`config.mk`:
```
export PLATFORM = sky130hd
export DESIGN_NAME = sec_ctrl
export DESIGN_NICKNAME = d
export VERILOG_FILES = /design/src/verilog/sec_ctrl.v
export VERILOG_INCLUDE_DIRS = /design/src /design/src/verilog
export SDC_FILE = /design/constraint.sdc
export NUM_CORES = 1
export LEC_CHECK = 0
export BUFFER_PORTS_ARGS = -buffer_cell sky130_fd_sc_hd__buf_2
export CORE_ASPECT_RATIO = 2
export CORE_MARGIN = 8
export CORE_UTILIZATION = 30
export DETAILED_ROUTE_END_ITERATION = 8
export GPL_TIMING_DRIVEN = 0
export SETUP_SLACK_MARGIN = 0.05
export SLEW_MARGIN = 20
export SYNTH_ARGS = -nofsm -noshare
export SYNTH_HDL_FRONTEND = slang
export SYNTH_SLANG_ARGS = --single-unit
```
`constraint.sdc`:
```
create_clock -name core_clk_i -period 4.6 [get_ports core_clk_i]
set_input_delay 0.69 -clock core_clk_i [delete_from_list [all_inputs] [get_ports core_clk_i]]
set_output_delay 0.69 -clock core_clk_i [all_outputs]
set_load 0.005 [all_outputs]
```
`src/verilog/sec_map.vh`:
```
/*
 * Register offsets, field positions, command codes and timing figures
 * for the serial ROM controller.
 * Assumes a 200 MHz core clock and an 8-bit byte address register port.
 */
`ifndef SEC_MAP_VH
`define SEC_MAP_VH

// Register byte offsets.
`define SEC_CMD_OFS      8'hB0
`define SEC_DATA_OFS     8'hB4
`define SEC_ISTAT_OFS    8'hB8
`define SEC_IMASK_OFS    8'hBC

// Command register fields.
`define SEC_CMD_BUSY     31
`define SEC_CMD_OP_HI    30
`define SEC_CMD_OP_LO    28
`define SEC_CMD_TOUT     9
`define SEC_CMD_LOADED   8
`define SEC_ADDR_RST     8'h00
`define SEC_DATA_RST     8'h00

// Interrupt status bits.
`define SEC_IRQ_DONE     0
`define SEC_IRQ_TOUT     1

// Host command codes.
`define SEC_OP_READ      3'h0
`define SEC_OP_LOCK      3'h1
`define SEC_OP_UNLOCK    3'h2
`define SEC_OP_WRITE     3'h3
`define SEC_OP_WRALL     3'h4
`define SEC_OP_ERASE     3'h5
`define SEC_OP_ERALL     3'h6
`define SEC_OP_RELOAD    3'h7

// Signature byte expected at ROM location zero.
`define SEC_SIGNATURE    8'hA5
`define SEC_STATION_LAST 3'h6

// Timing: core clock in kHz, time-out in ms, link half period in cycles.
`define SEC_CLK_KHZ      200000
`define SEC_TIMEOUT_MS   30
`define SEC_HALF_CYC     64

`endif
```
`src/verilog/sec_ctrl.v`:
```
/*
 * Serial ROM controller: host command and data registers, a three-wire
 * serial link sequencer with one two-way data pin, station address
 * reload at power-up, busy time-out and a masked interrupt.
 * Assumes the ROM samples data on the rising link clock and drives
 * read data after it; the pin is pulled to a defined level externally.
 */
// Added by the designer: the strobed register port.
// Operation
// - A started operation that sees no ready answer for 30 ms is abandoned and goes idle.
// - A time-out sets the time-out flag at command bit 9, which resets to zero.
// - With the data pin held high and no ROM, commands end without time-out and busy clears.
// - With the pin low and no ROM only erase, erase-all, write and write-all can time out.
// - The address-loaded flag at bit 8 is set after a good station address load.
// - The host reads the address-loaded flag and clears it by writing a one.
// - Command bits 7-0 hold the ROM byte address and reset to 00h.
// - Data bits 7:0 hold the last read or host byte, reset 00h, bits 31-8 read zero.
// - Write-all sends the data byte to be stored in every ROM location.
`timescale 1ns/1ps
`include "sec_map.vh"

module sec_ctrl #(
    parameter HALF_CYC    = `SEC_HALF_CYC,
    parameter TIMEOUT_CYC = `SEC_TIMEOUT_MS * `SEC_CLK_KHZ,
    parameter TO_W        = 23
) (
    input  wire        core_clk_i,
    input  wire        reset_n_i,
    input  wire [7:0]  reg_addr_i,
    input  wire [31:0] reg_wdata_i,
    input  wire        reg_wr_i,
    input  wire        reg_rd_i,
    output reg  [31:0] reg_rdata_o,
    output wire        irq_o,
    output reg         rom_cs_o,
    output reg         rom_clk_o,
    input  wire        rom_serial_data_pin_i,
    output wire        rom_serial_data_pin_o,
    output wire        rom_serial_data_pin_oe_o,
    output reg  [47:0] station_addr_o
);

    localparam ST_IDLE  = 4'b0001;
    localparam ST_SHIFT = 4'b0010;
    localparam ST_GAP   = 4'b0100;
    localparam ST_POLL  = 4'b1000;

    // Start bit, two opcode bits and eight address bits for a command.
    function [10:0] sec_hdr;
        input [2:0] op;
        input [7:0] a;
        begin
            case (op)
                `SEC_OP_READ:   sec_hdr = {3'b110, a};
                `SEC_OP_WRITE:  sec_hdr = {3'b101, a};
                `SEC_OP_ERASE:  sec_hdr = {3'b111, a};
                `SEC_OP_UNLOCK: sec_hdr = {3'b100, 8'hC0};
                `SEC_OP_WRALL:  sec_hdr = {3'b100, 8'h40};
                `SEC_OP_ERALL:  sec_hdr = {3'b100, 8'h80};
                default:        sec_hdr = {3'b100, 8'h00};
            endcase
        end
    endfunction

    // Commands that carry or return a data byte.
    function sec_has_byte;
        input [2:0] op;
        begin
            sec_has_byte = (op == `SEC_OP_READ) || (op == `SEC_OP_WRITE) ||
                           (op == `SEC_OP_WRALL);
        end
    endfunction

    // Commands that end with a ready poll and so may time out.
    function sec_polls;
        input [2:0] op;
        begin
            sec_polls = (op == `SEC_OP_WRITE) || (op == `SEC_OP_WRALL) ||
                        (op == `SEC_OP_ERASE) || (op == `SEC_OP_ERALL);
        end
    endfunction

    reg              rst_q1;
    reg              rst_q2;
    reg              din_q1;
    reg              din_q2;
    reg              busy;
    reg  [2:0]       cmd;
    reg              tout_flag;
    reg              loaded_flag;
    reg  [7:0]       rom_addr;
    reg  [7:0]       rom_data;
    reg  [1:0]       irq_stat;
    reg  [1:0]       irq_mask;
    reg  [3:0]       state;
    reg  [7:0]       div_cnt;
    reg  [4:0]       bit_cnt;
    reg  [18:0]      tx;
    reg  [7:0]       rx;
    reg  [TO_W-1:0]  to_cnt;
    reg              reloading;
    reg              reload_pend;
    reg  [2:0]       rl_idx;
    reg  [1:0]       ev_set;

    wire       rst_n   = rst_q2;
    wire       tick    = (div_cnt == HALF_CYC[7:0] - 8'h01);
    wire       wr_cmd  = reg_wr_i && (reg_addr_i == `SEC_CMD_OFS);
    wire       wr_data = reg_wr_i && (reg_addr_i == `SEC_DATA_OFS);
    wire [2:0] w_op    = reg_wdata_i[`SEC_CMD_OP_HI:`SEC_CMD_OP_LO];
    wire       host_go = wr_cmd && !busy && reg_wdata_i[`SEC_CMD_BUSY];
    wire       rl_go   = reload_pend || (host_go && (w_op == `SEC_OP_RELOAD));
    wire [2:0] l_op    = rl_go ? `SEC_OP_READ : w_op;
    wire [7:0] l_addr  = rl_go ? 8'h00 : reg_wdata_i[7:0];
    wire [7:0] l_byte  = wr_data ? reg_wdata_i[7:0] : rom_data;

    // Data pin is released while the ROM drives read data or ready.
    assign rom_serial_data_pin_o    = tx[18];
    assign rom_serial_data_pin_oe_o = (state == ST_SHIFT) &&
                                      !(cmd == `SEC_OP_READ && bit_cnt <= 5'd8);
    assign irq_o = |(irq_stat & irq_mask);

    // Reset release through two flip-flops.
    always @(posedge core_clk_i or negedge reset_n_i) begin
        if (!reset_n_i) begin
            rst_q1 <= 1'b0;
            rst_q2 <= 1'b0;
        end else begin
            rst_q1 <= 1'b1;
            rst_q2 <= rst_q1;
        end
    end

    // Two-stage synchroniser for the returned data pin.
    always @(posedge core_clk_i or negedge rst_n) begin
        if (!rst_n) begin
            din_q1 <= 1'b0;
            din_q2 <= 1'b0;
        end else begin
            din_q1 <= rom_serial_data_pin_i;
            din_q2 <= din_q1;
        end
    end

    // Link clock divider runs whenever the sequencer is not idle.
    always @(posedge core_clk_i or negedge rst_n) begin
        if (!rst_n) begin
            div_cnt <= 8'h00;
        end else if (state == ST_IDLE || tick) begin
            div_cnt <= 8'h00;
        end else begin
            div_cnt <= div_cnt + 8'h01;
        end
    end

    // Sequencer, command and data registers.
    always @(posedge core_clk_i or negedge rst_n) begin
        if (!rst_n) begin
            busy           <= 1'b1;
            cmd            <= `SEC_OP_RELOAD;
            tout_flag      <= 1'b0;
            loaded_flag    <= 1'b0;
            rom_addr       <= `SEC_ADDR_RST;
            rom_data       <= `SEC_DATA_RST;
            state          <= ST_IDLE;
            bit_cnt        <= 5'd0;
            tx             <= 19'h0;
            rx             <= 8'h00;
            to_cnt         <= {TO_W{1'b0}};
            reloading      <= 1'b0;
            reload_pend    <= 1'b1;
            rl_idx         <= 3'h0;
            rom_cs_o       <= 1'b0;
            rom_clk_o      <= 1'b0;
            station_addr_o <= 48'h000000000000;
            ev_set         <= 2'b00;
        end else begin
            ev_set <= 2'b00;
            if (wr_cmd && !busy) begin
                rom_addr <= reg_wdata_i[7:0];
            end
            if (wr_data && !busy) begin
                rom_data <= reg_wdata_i[7:0];
            end
            if (wr_cmd && reg_wdata_i[`SEC_CMD_LOADED]) begin
                loaded_flag <= 1'b0;
            end
            case (state)
                ST_IDLE: begin
                    rom_cs_o  <= 1'b0;
                    rom_clk_o <= 1'b0;
                    if (rl_go || host_go) begin
                        busy        <= 1'b1;
                        cmd         <= l_op;
                        tout_flag   <= 1'b0;
                        reloading   <= rl_go;
                        reload_pend <= 1'b0;
                        rl_idx      <= 3'h0;
                        tx          <= {sec_hdr(l_op, l_addr), l_byte};
                        bit_cnt     <= sec_has_byte(l_op) ? 5'd19 : 5'd11;
                        rom_cs_o    <= 1'b1;
                        state       <= ST_SHIFT;
                    end
                end
                ST_SHIFT: begin
                    if (tick) begin
                        rom_clk_o <= ~rom_clk_o;
                        // Falling edge: sample the ROM and present the next bit.
                        if (rom_clk_o) begin
                            rx      <= {rx[6:0], din_q2};
                            tx      <= {tx[17:0], 1'b0};
                            bit_cnt <= bit_cnt - 5'd1;
                            if (bit_cnt == 5'd1) begin
                                rom_cs_o <= 1'b0;
                                state    <= ST_GAP;
                            end
                        end
                    end
                end
                ST_GAP: begin
                    if (tick) begin
                        if (sec_polls(cmd)) begin
                            rom_cs_o <= 1'b1;
                            to_cnt   <= {TO_W{1'b0}};
                            state    <= ST_POLL;
                        end else if (reloading) begin
                            if (rl_idx == 3'h0 && rx != `SEC_SIGNATURE) begin
                                busy      <= 1'b0;
                                reloading <= 1'b0;
                                ev_set    <= 2'b01;
                                state     <= ST_IDLE;
                            end else if (rl_idx == `SEC_STATION_LAST) begin
                                station_addr_o <= {rx, station_addr_o[47:8]};
                                loaded_flag    <= 1'b1;
                                busy           <= 1'b0;
                                reloading      <= 1'b0;
                                ev_set         <= 2'b01;
                                state          <= ST_IDLE;
                            end else begin
                                if (rl_idx != 3'h0) begin
                                    station_addr_o <= {rx, station_addr_o[47:8]};
                                end
                                rl_idx   <= rl_idx + 3'h1;
                                tx       <= {sec_hdr(`SEC_OP_READ,
                                                     {5'h00, rl_idx + 3'h1}), 8'h00};
                                bit_cnt  <= 5'd19;
                                rom_cs_o <= 1'b1;
                                state    <= ST_SHIFT;
                            end
                        end else begin
                            // Read byte lands in the same cycle as busy clears.
                            if (cmd == `SEC_OP_READ) begin
                                rom_data <= rx;
                            end
                            busy   <= 1'b0;
                            ev_set <= 2'b01;
                            state  <= ST_IDLE;
                        end
                    end
                end
                ST_POLL: begin
                    to_cnt <= to_cnt + {{(TO_W-1){1'b0}}, 1'b1};
                    // Ready only after the synchroniser has seen chip select.
                    if (din_q2 && to_cnt[TO_W-1:2] != {(TO_W-2){1'b0}}) begin
                        busy     <= 1'b0;
                        rom_cs_o <= 1'b0;
                        ev_set   <= 2'b01;
                        state    <= ST_IDLE;
                    end else if (to_cnt == TIMEOUT_CYC[TO_W-1:0] - 1'b1) begin
                        busy      <= 1'b0;
                        rom_cs_o  <= 1'b0;
                        tout_flag <= 1'b1;
                        ev_set    <= 2'b11;
                        state     <= ST_IDLE;
                    end
                end
                default: begin
                    state <= ST_IDLE;
                end
            endcase
        end
    end

    // Interrupt status and mask; a new event wins over a clear.
    always @(posedge core_clk_i or negedge rst_n) begin
        if (!rst_n) begin
            irq_stat <= 2'b00;
            irq_mask <= 2'b00;
        end else begin
            if (reg_wr_i && reg_addr_i == `SEC_IMASK_OFS) begin
                irq_mask <= reg_wdata_i[1:0];
            end
            if (reg_wr_i && reg_addr_i == `SEC_ISTAT_OFS) begin
                irq_stat <= (irq_stat & ~reg_wdata_i[1:0]) | ev_set;
            end else begin
                irq_stat <= irq_stat | ev_set;
            end
        end
    end

    // Read data, one cycle after the read strobe; unmapped reads zero.
    always @(posedge core_clk_i or negedge rst_n) begin
        if (!rst_n) begin
            reg_rdata_o <= 32'h00000000;
        end else if (reg_rd_i) begin
            case (reg_addr_i)
                `SEC_CMD_OFS:   reg_rdata_o <= {busy, cmd, 18'h0, tout_flag,
                                                loaded_flag, rom_addr};
                `SEC_DATA_OFS:  reg_rdata_o <= {24'h000000, rom_data};
                `SEC_ISTAT_OFS: reg_rdata_o <= {30'h0, irq_stat};
                `SEC_IMASK_OFS: reg_rdata_o <= {30'h0, irq_mask};
                default:        reg_rdata_o <= 32'h00000000;
            endcase
        end else begin
            reg_rdata_o <= 32'h00000000;
        end
    end

endmodule

```
==> results of run 1 <==
## stage by stage
step           hold WS (ns)  worst slack [ns]  utilization
4_1_cts              0.0153              1.90        0.365
5_1_grt              0.0193              1.68        0.365
3_5_place_dp          0.271              1.84        0.342
2_1_floorplan         0.331              1.83            -
6_report             0.0371              1.85        0.365
3_3_place_gp          0.334             0.826        0.339
## layout by cell type, fill, tap and decap left out, types with 6 or more instances in the layout
cell type	count
ha_1	8
buf_4	23
o21ai_1	20
xor2_1	24
a21oi_1	20
dfstp_2	6
o21ai_0	19
conb_1	19
nand3_1	29
clkbuf_16	17
nand4_1	14
nor2_1	64
inv_1	14
mux2_1	20
mux2i_1	25
nor3_1	8
clkbuf_1	15
dfrtp_1	161
nand2_1	52
buf_2	97
and2_1	9
nand2b_1	6
and3_1	10
a2bb2oi_1	7
mux2_2	47
## critical path, delay by kind of cell, from the launching register on
family	cells	cell delay, ns
AO/OA/AOI/OAI	2	0.58
adder cells (fa/ha/maj)	1	0.23
buffers and inverters	2	0.68
flip-flops	1	0.41
AND/OR/NAND/NOR	3	0.73
## state kept, by name, summed over array words and instances (netlist names), 4 cells and up
register / count
rom_data: 8
state: 4
reg_rdata_o: 14
tx: 19
station_addr_o: 48
bit_cnt: 5
div_cnt: 8
rx: 8
to_cnt: 23
rom_addr: 8
## cell type report
cell class | count | area (sq um)
plain buffers | 48 | 289
clock buffers | 18 | 439
clock inverters | 14 | 171
fillers | 2661 | 16500
inverters | 14 | 52.6
multi-input cells | 487 | 3390
flip-flops and latches | 168 | 4220
well taps | 344 | 430
repair buffers | 94 | 531
## power by group
group	internal (mW)	total [mW]	switching, mW
registers	1.48	1.49	0.00668
logic	0.0337	0.0907	0.0570
clock network	0.874	1.48	0.610
## kinds of logic (layout without fill, tap and decap cells)
logic type	Yosys count	count (layout)	share of synthesized area
DFF	168	168	0.535
muxes	92	92	0.128
buffers and inverters	62	188	0.0434
adders and majority gates	8	8	0.0127
other	2	19	0.000953
and+or+nand+nor	229	229	0.155
AOI/OAI and AO/OA	110	110	0.0937
xor gates and xnor gates	29	29	0.0322
## final timing paths
kind / endpoint / slack, ns
worst max-delay path: tx[5] / 1.85
worst min-delay path: rst_n / 0.04
worst max register to register: tx[5] / 1.85
worst min register to register: station_addr_o[31] / 0.26
max in group asynchronous: cmd[1] / 3.45
min in group core_clk_i: din_q2 / 0.35
## per-layer routing
layer	vias up	global-route usage
met5	-	0
met4	0	0.0418
met3	17	0.0354
met2	148	0.194
met1	2843	0.164
li1	2712	-
==> qor.txt, run 1 <==
Via density: 4.82
final setup vio count: 0
synth-to-layout area growth: 20.8%
number of synthesized flops with an enable pin: 0
Pins Over Slew Limit: 0
placed insts: 1155
residual DRC count: 0
CP max stage delay: 0.49 ns
Post-DP Area: 8900 sq um
main flop type after synthesis: dfrtp_1
Synth top cells by count: dfrtp_1 (162), nor2_1 (64), nand2_1 (52)
setup TNS: 0 ns
Synth cell types: 72
total number of vias: 5720
worst path required time: 4.89 ns
worst setup path startpoint: div_cnt[0]
worst min path class: input port to async pin
post_cts resized: 0
drt wl/cell: 16.0 um
TritonCTS clock tree: done
die area: 32000 sq um
Detail Route met2 WL: 8.97 mm
drt total wl: 19.0 mm
Pleak: 4.67 nW
Die Height: 245 um
H-Tree Level Count: 4
Seq cells post-synth: 168
Synth top area share: 0.515
Antenna Cells: 0
Clk Latency, worst-skew pair: 0.43 ns
RSZ-0062 raised after global routing: false
cts hold-fix bufs: 0
Synth Instances: 700
Nets: 883
first-iteration detailed-routing DRC count: 437
Final min period: 2.75 ns
Max Used Layer: met4
Congestion Overflow GR: 0
CP max stage cell: clkbuf_1
worst-margin pin slew: 0.941 ns
Post-synth ARST share: 1.00
Detail Placement HPWL: 14.0 mm
Clock Path Buffers: 2
fmax: 364 MHz
vias in the first global route: 5865
post-route ant nets: 0
Root Driver: clkbuf_16
CORE AREA: 26100 sq um
initial core utilization: 0.302
synth top area cells: dfrtp_1 (51%), mux2_2 (6.7%), mux2i_1 (3.2%)
Metal-1 WL: 8.59 mm
Power, Total: 3.06 mW
gpl congestion: 0.833
fin crit share: 0.598
row cnt: 84
WS Path Type: register to register
GRT Util Overall: 0.125
postcts setup bufs: 0
Crit. End Element: register
syn avg cell area: 11.3 sq um
share of post-route cells with drive strength above 1: 0.268
Reg2Reg Launch Point: div_cnt[0]
chip width: 131 um
Final Instance Area: 9520 sq um
Power Density: 322 nW/um^2
crit-path cells: ha_1, and3_1, and4_1, clkbuf_1, and3_1, o31ai_1, clkbuf_1, o21ai_1
# IOs: 130
CP startpoint kind: register
cell taking the most area after synthesis: dfrtp_1
drt pass-1 iters: 5
max-cap check violation count: 0
most common cell in the netlist: dfrtp_1
Clock Sinks: 168
Worst slew margin: 0.369
met3 routed WL: 1.17 mm
IO Port Bufs: 91
Max IR drop VDD: 0.000237 V
peak fanout along the critical path: 10
final hold viol count: 0
status: complete, no violations
Num CTS Buffers: 17
largest net degree at the start of global routing: 60
Fin Clk Skew: 0.00857 ns
Mapped Area: 7880 sq um
Critical Path AT: 3.04 ns
Final Instance Count excl. Fillers: 1187
clk slew on worst S/H paths: 0.07 ns
sequential area share after synthesis: 0.535
global-route wire length before repair: 31.4 mm
antenna violations before repair: 0
warnings from Yosys: 0
R2R cell count: 8
Note: power is estimated with default switching activity, not from simulation.
==> run 2: changes to the inputs <==
Clock period 4.6 ns to 2.5 ns, I/O delays scaled along.
==> run 2 against run 1 <==
Sequential share of layout area down 0.31 points. Cell count is 0.59% higher. Utilization is 0.26 points higher. Clock skew is 0.0040 ns higher. Critical path depth is 3 lower. Flip-flop and latch count stayed put. First-iteration DRC count is 7.1% lower. Critical path type unchanged. Largest cell class unchanged.
==> qor.txt, run 2 (synthesis results as in run 1) <==
Largest regs: station_addr_o: 48 flops, to_cnt: 23 flops, tx: 19 flops
Congestion Overflow GR: 0 (unchanged)
Nets: 890 (+0.79%)
Fin Clk Skew: 0.0125 ns (+0.00395 ns)
R2R cell count: 5 (-3)
reg2reg end: rx[2]
row cnt: 84 (unchanged)
# IOs: 130 (unchanged)
Hold Startpoint: rom_serial_data_pin_i
Power Density: 567 nW/um^2 (+76%)
die area: 32000 sq um (unchanged)
clock share of power: 0.465 (-0.019)
share of post-route cells with drive strength above 1: 0.282 (+0.0143)
Clk Latency, worst-skew pair: 0.43 ns (about the same)
antenna violations before repair: 0 (unchanged)
clk slew on worst S/H paths: 0.06 ns (about the same)
Detail Placement HPWL: 14.1 mm (+0.85%)
IO Port Bufs: 91 (unchanged)
worst min path class: input port to register
H-Tree Level Count: 4 (unchanged)
WHS: 0.0513 ns (+0.0142 ns)
fin crit share: 0.949 (+0.351)
Final Instance Area: 9580 sq um (+0.71%)
leading cell types in the layout, fill and taps excluded: dfrtp_1 (161), buf_2 (94), nor2_1 (63)
Post-DP Area: 8910 sq um (about the same)
Max IR drop VDD: 0.000409 V (+72%)
Final min period: 2.37 ns (-0.377 ns)
vias in the first global route: 5880 (+0.26%)
Clock Sinks: 168 (unchanged)
initial core utilization: 0.302 (unchanged)
combinational power share: 0.032 (+0.002)
first-iteration detailed-routing DRC count: 406 (-7.1%)
drt wl/cell: 16.2 um (+0.90%)
Via density: 4.88 (+1.2%)
Hold Path Sink: din_q1
Worst slew margin: 0.335 (-0.0341)
setup TNS: 0 ns (unchanged)
final hold viol count: 0 (unchanged)
Pint: 4.18 mW (+75%)
drt total wl: 19.3 mm (+1.5%)
synth-to-layout area growth: 21.7%
chip width: 131 um (unchanged)
largest net degree at the start of global routing: 56 (-6.7%)
Reg2Reg Setup Slack: 0.13 ns (-1.72 ns)
peak fanout along the critical path: 10 (unchanged)
CP startpoint kind: register
post-route ant nets: 0 (unchanged)
GRT Util Overall: 0.125 (about the same)
global-route wire length before repair: 31.4 mm (-0.15%)
residual DRC count: 0 (unchanged)
final setup vio count: 0 (unchanged)
number of flip-flops in the largest register: 48 (unchanged)
Critical Path AT: 2.68 ns (-0.36 ns)
Antenna Cells: 0 (unchanged)
Clock Path Buffers: 2 (unchanged)
worst-margin pin slew: 0.992 ns (+0.0508 ns)
WS Path Type: register to register
max-cap check violation count: 0 (unchanged)
Sequential Power Share: 0.503 (+0.017)
Root Driver: clkbuf_16
fmax: 421 MHz (+16%)
worst hold stages: 1
largest reg by FF count: station_addr_o
Pleak: 4.72 nW (+0.97%)
Psw: 1.25 mW (+86%)
gpl congestion: 0.837 (+0.49%)
Num CTS Buffers: 17 (unchanged)
RSZ-0062 raised after global routing: true
most common cell after layout, fill and taps aside: dfrtp_1
Crit. End Element: register
Sw Ratio: 0.231 (+0.0108)
drt pass-1 iters: 5 (unchanged)
TritonCTS clock tree: done
worst path required time: 2.80 ns (-2.09 ns)
Pins Over Slew Limit: 0 (unchanged)
CORE AREA: 26100 sq um (unchanged)
Die Height: 245 um (unchanged)
Reg2Reg Launch Point: state[3]
status: complete, no violations
post-layout util: 0.368 (+0.00259)
Power, Total: 5.43 mW (+77%)
total number of vias: 5821 (+1.8%)
## run 2: how the worst max path moves through the flow
stage	startpoint	end	slack, ns	cells after the start
2_1_floorplan	div_cnt[0]	tx[12]	0.25	10
3_3_place_gp	state[1]	station_addr_o[23]	-0.12	7
3_5_place_dp	div_cnt[0]	tx[14]	-0.16	8
4_1_cts	div_cnt[0]	bit_cnt[2]	0.09	8
5_1_grt	state[3]	bit_cnt[2]	0.02	7
6_report	state[3]	rx[2]	0.13	5
## run 2: power groups by stage
| stage | sequential, mW | combinational, mW | clock, mW |
|---|---|---|---|
| after floorplan | 2.82 | 0.0645 | 0 |
| after global placement | 2.83 | 0.108 | 0 |
| after detailed placement | 2.79 | 0.174 | 0 |
| after CTS | 2.73 | 0.176 | 2.60 |
| after global routing | 2.73 | 0.196 | 2.69 |
| final | 2.73 | 0.174 | 2.52 |
## run 2: critical path, stage by stage, from the launching register on
cell and delay, ns:
dfrtp_1 0.36, buf_2 0.20, nor4b_4 0.64, and3_1 0.36
buf_2 0.32, mux2_2 0.37
## run 2: what timing repair did
action / in CTS / in global routing
pin swaps: 2 / 1
setup endpoints to repair: 75 / 49
buffers inserted: 4 / 3
hold buffers: 1 / 0
hold endpoints to repair: 2 / 0
resized for setup: 7 / 6
## run 2: through the flow
stage | std cells | setup WS [ns]
2_1_floorplan | 717 | 0.249
5_1_grt | 1194 | 0.0185
3_3_place_gp | 1152 | -0.118
3_5_place_dp | 1155 | -0.157
4_1_cts | 1191 | 0.0893
6_report | 1194 | 0.126
## run 2: cell type report
class	count	area, sq um
inverters	14	52.6
clock buffers	17	425
fillers	2637	16500
repair buffers	102	601
well taps	344	430
multi-input cells	487	3420
flip-flops and latches	168	4220
clock inverters	15	141
plain buffers	47	297
## run 2: per-layer routing
metal | up-vias | track usage | wire [um]
met1 | 2872 | 0.162 | 8550
met4 | 0 | 0.0483 | 357
met2 | 181 | 0.192 | 9010
li1 | 2743 | - | -
met5 | - | 0 | 0
met3 | 25 | 0.0363 | 1400
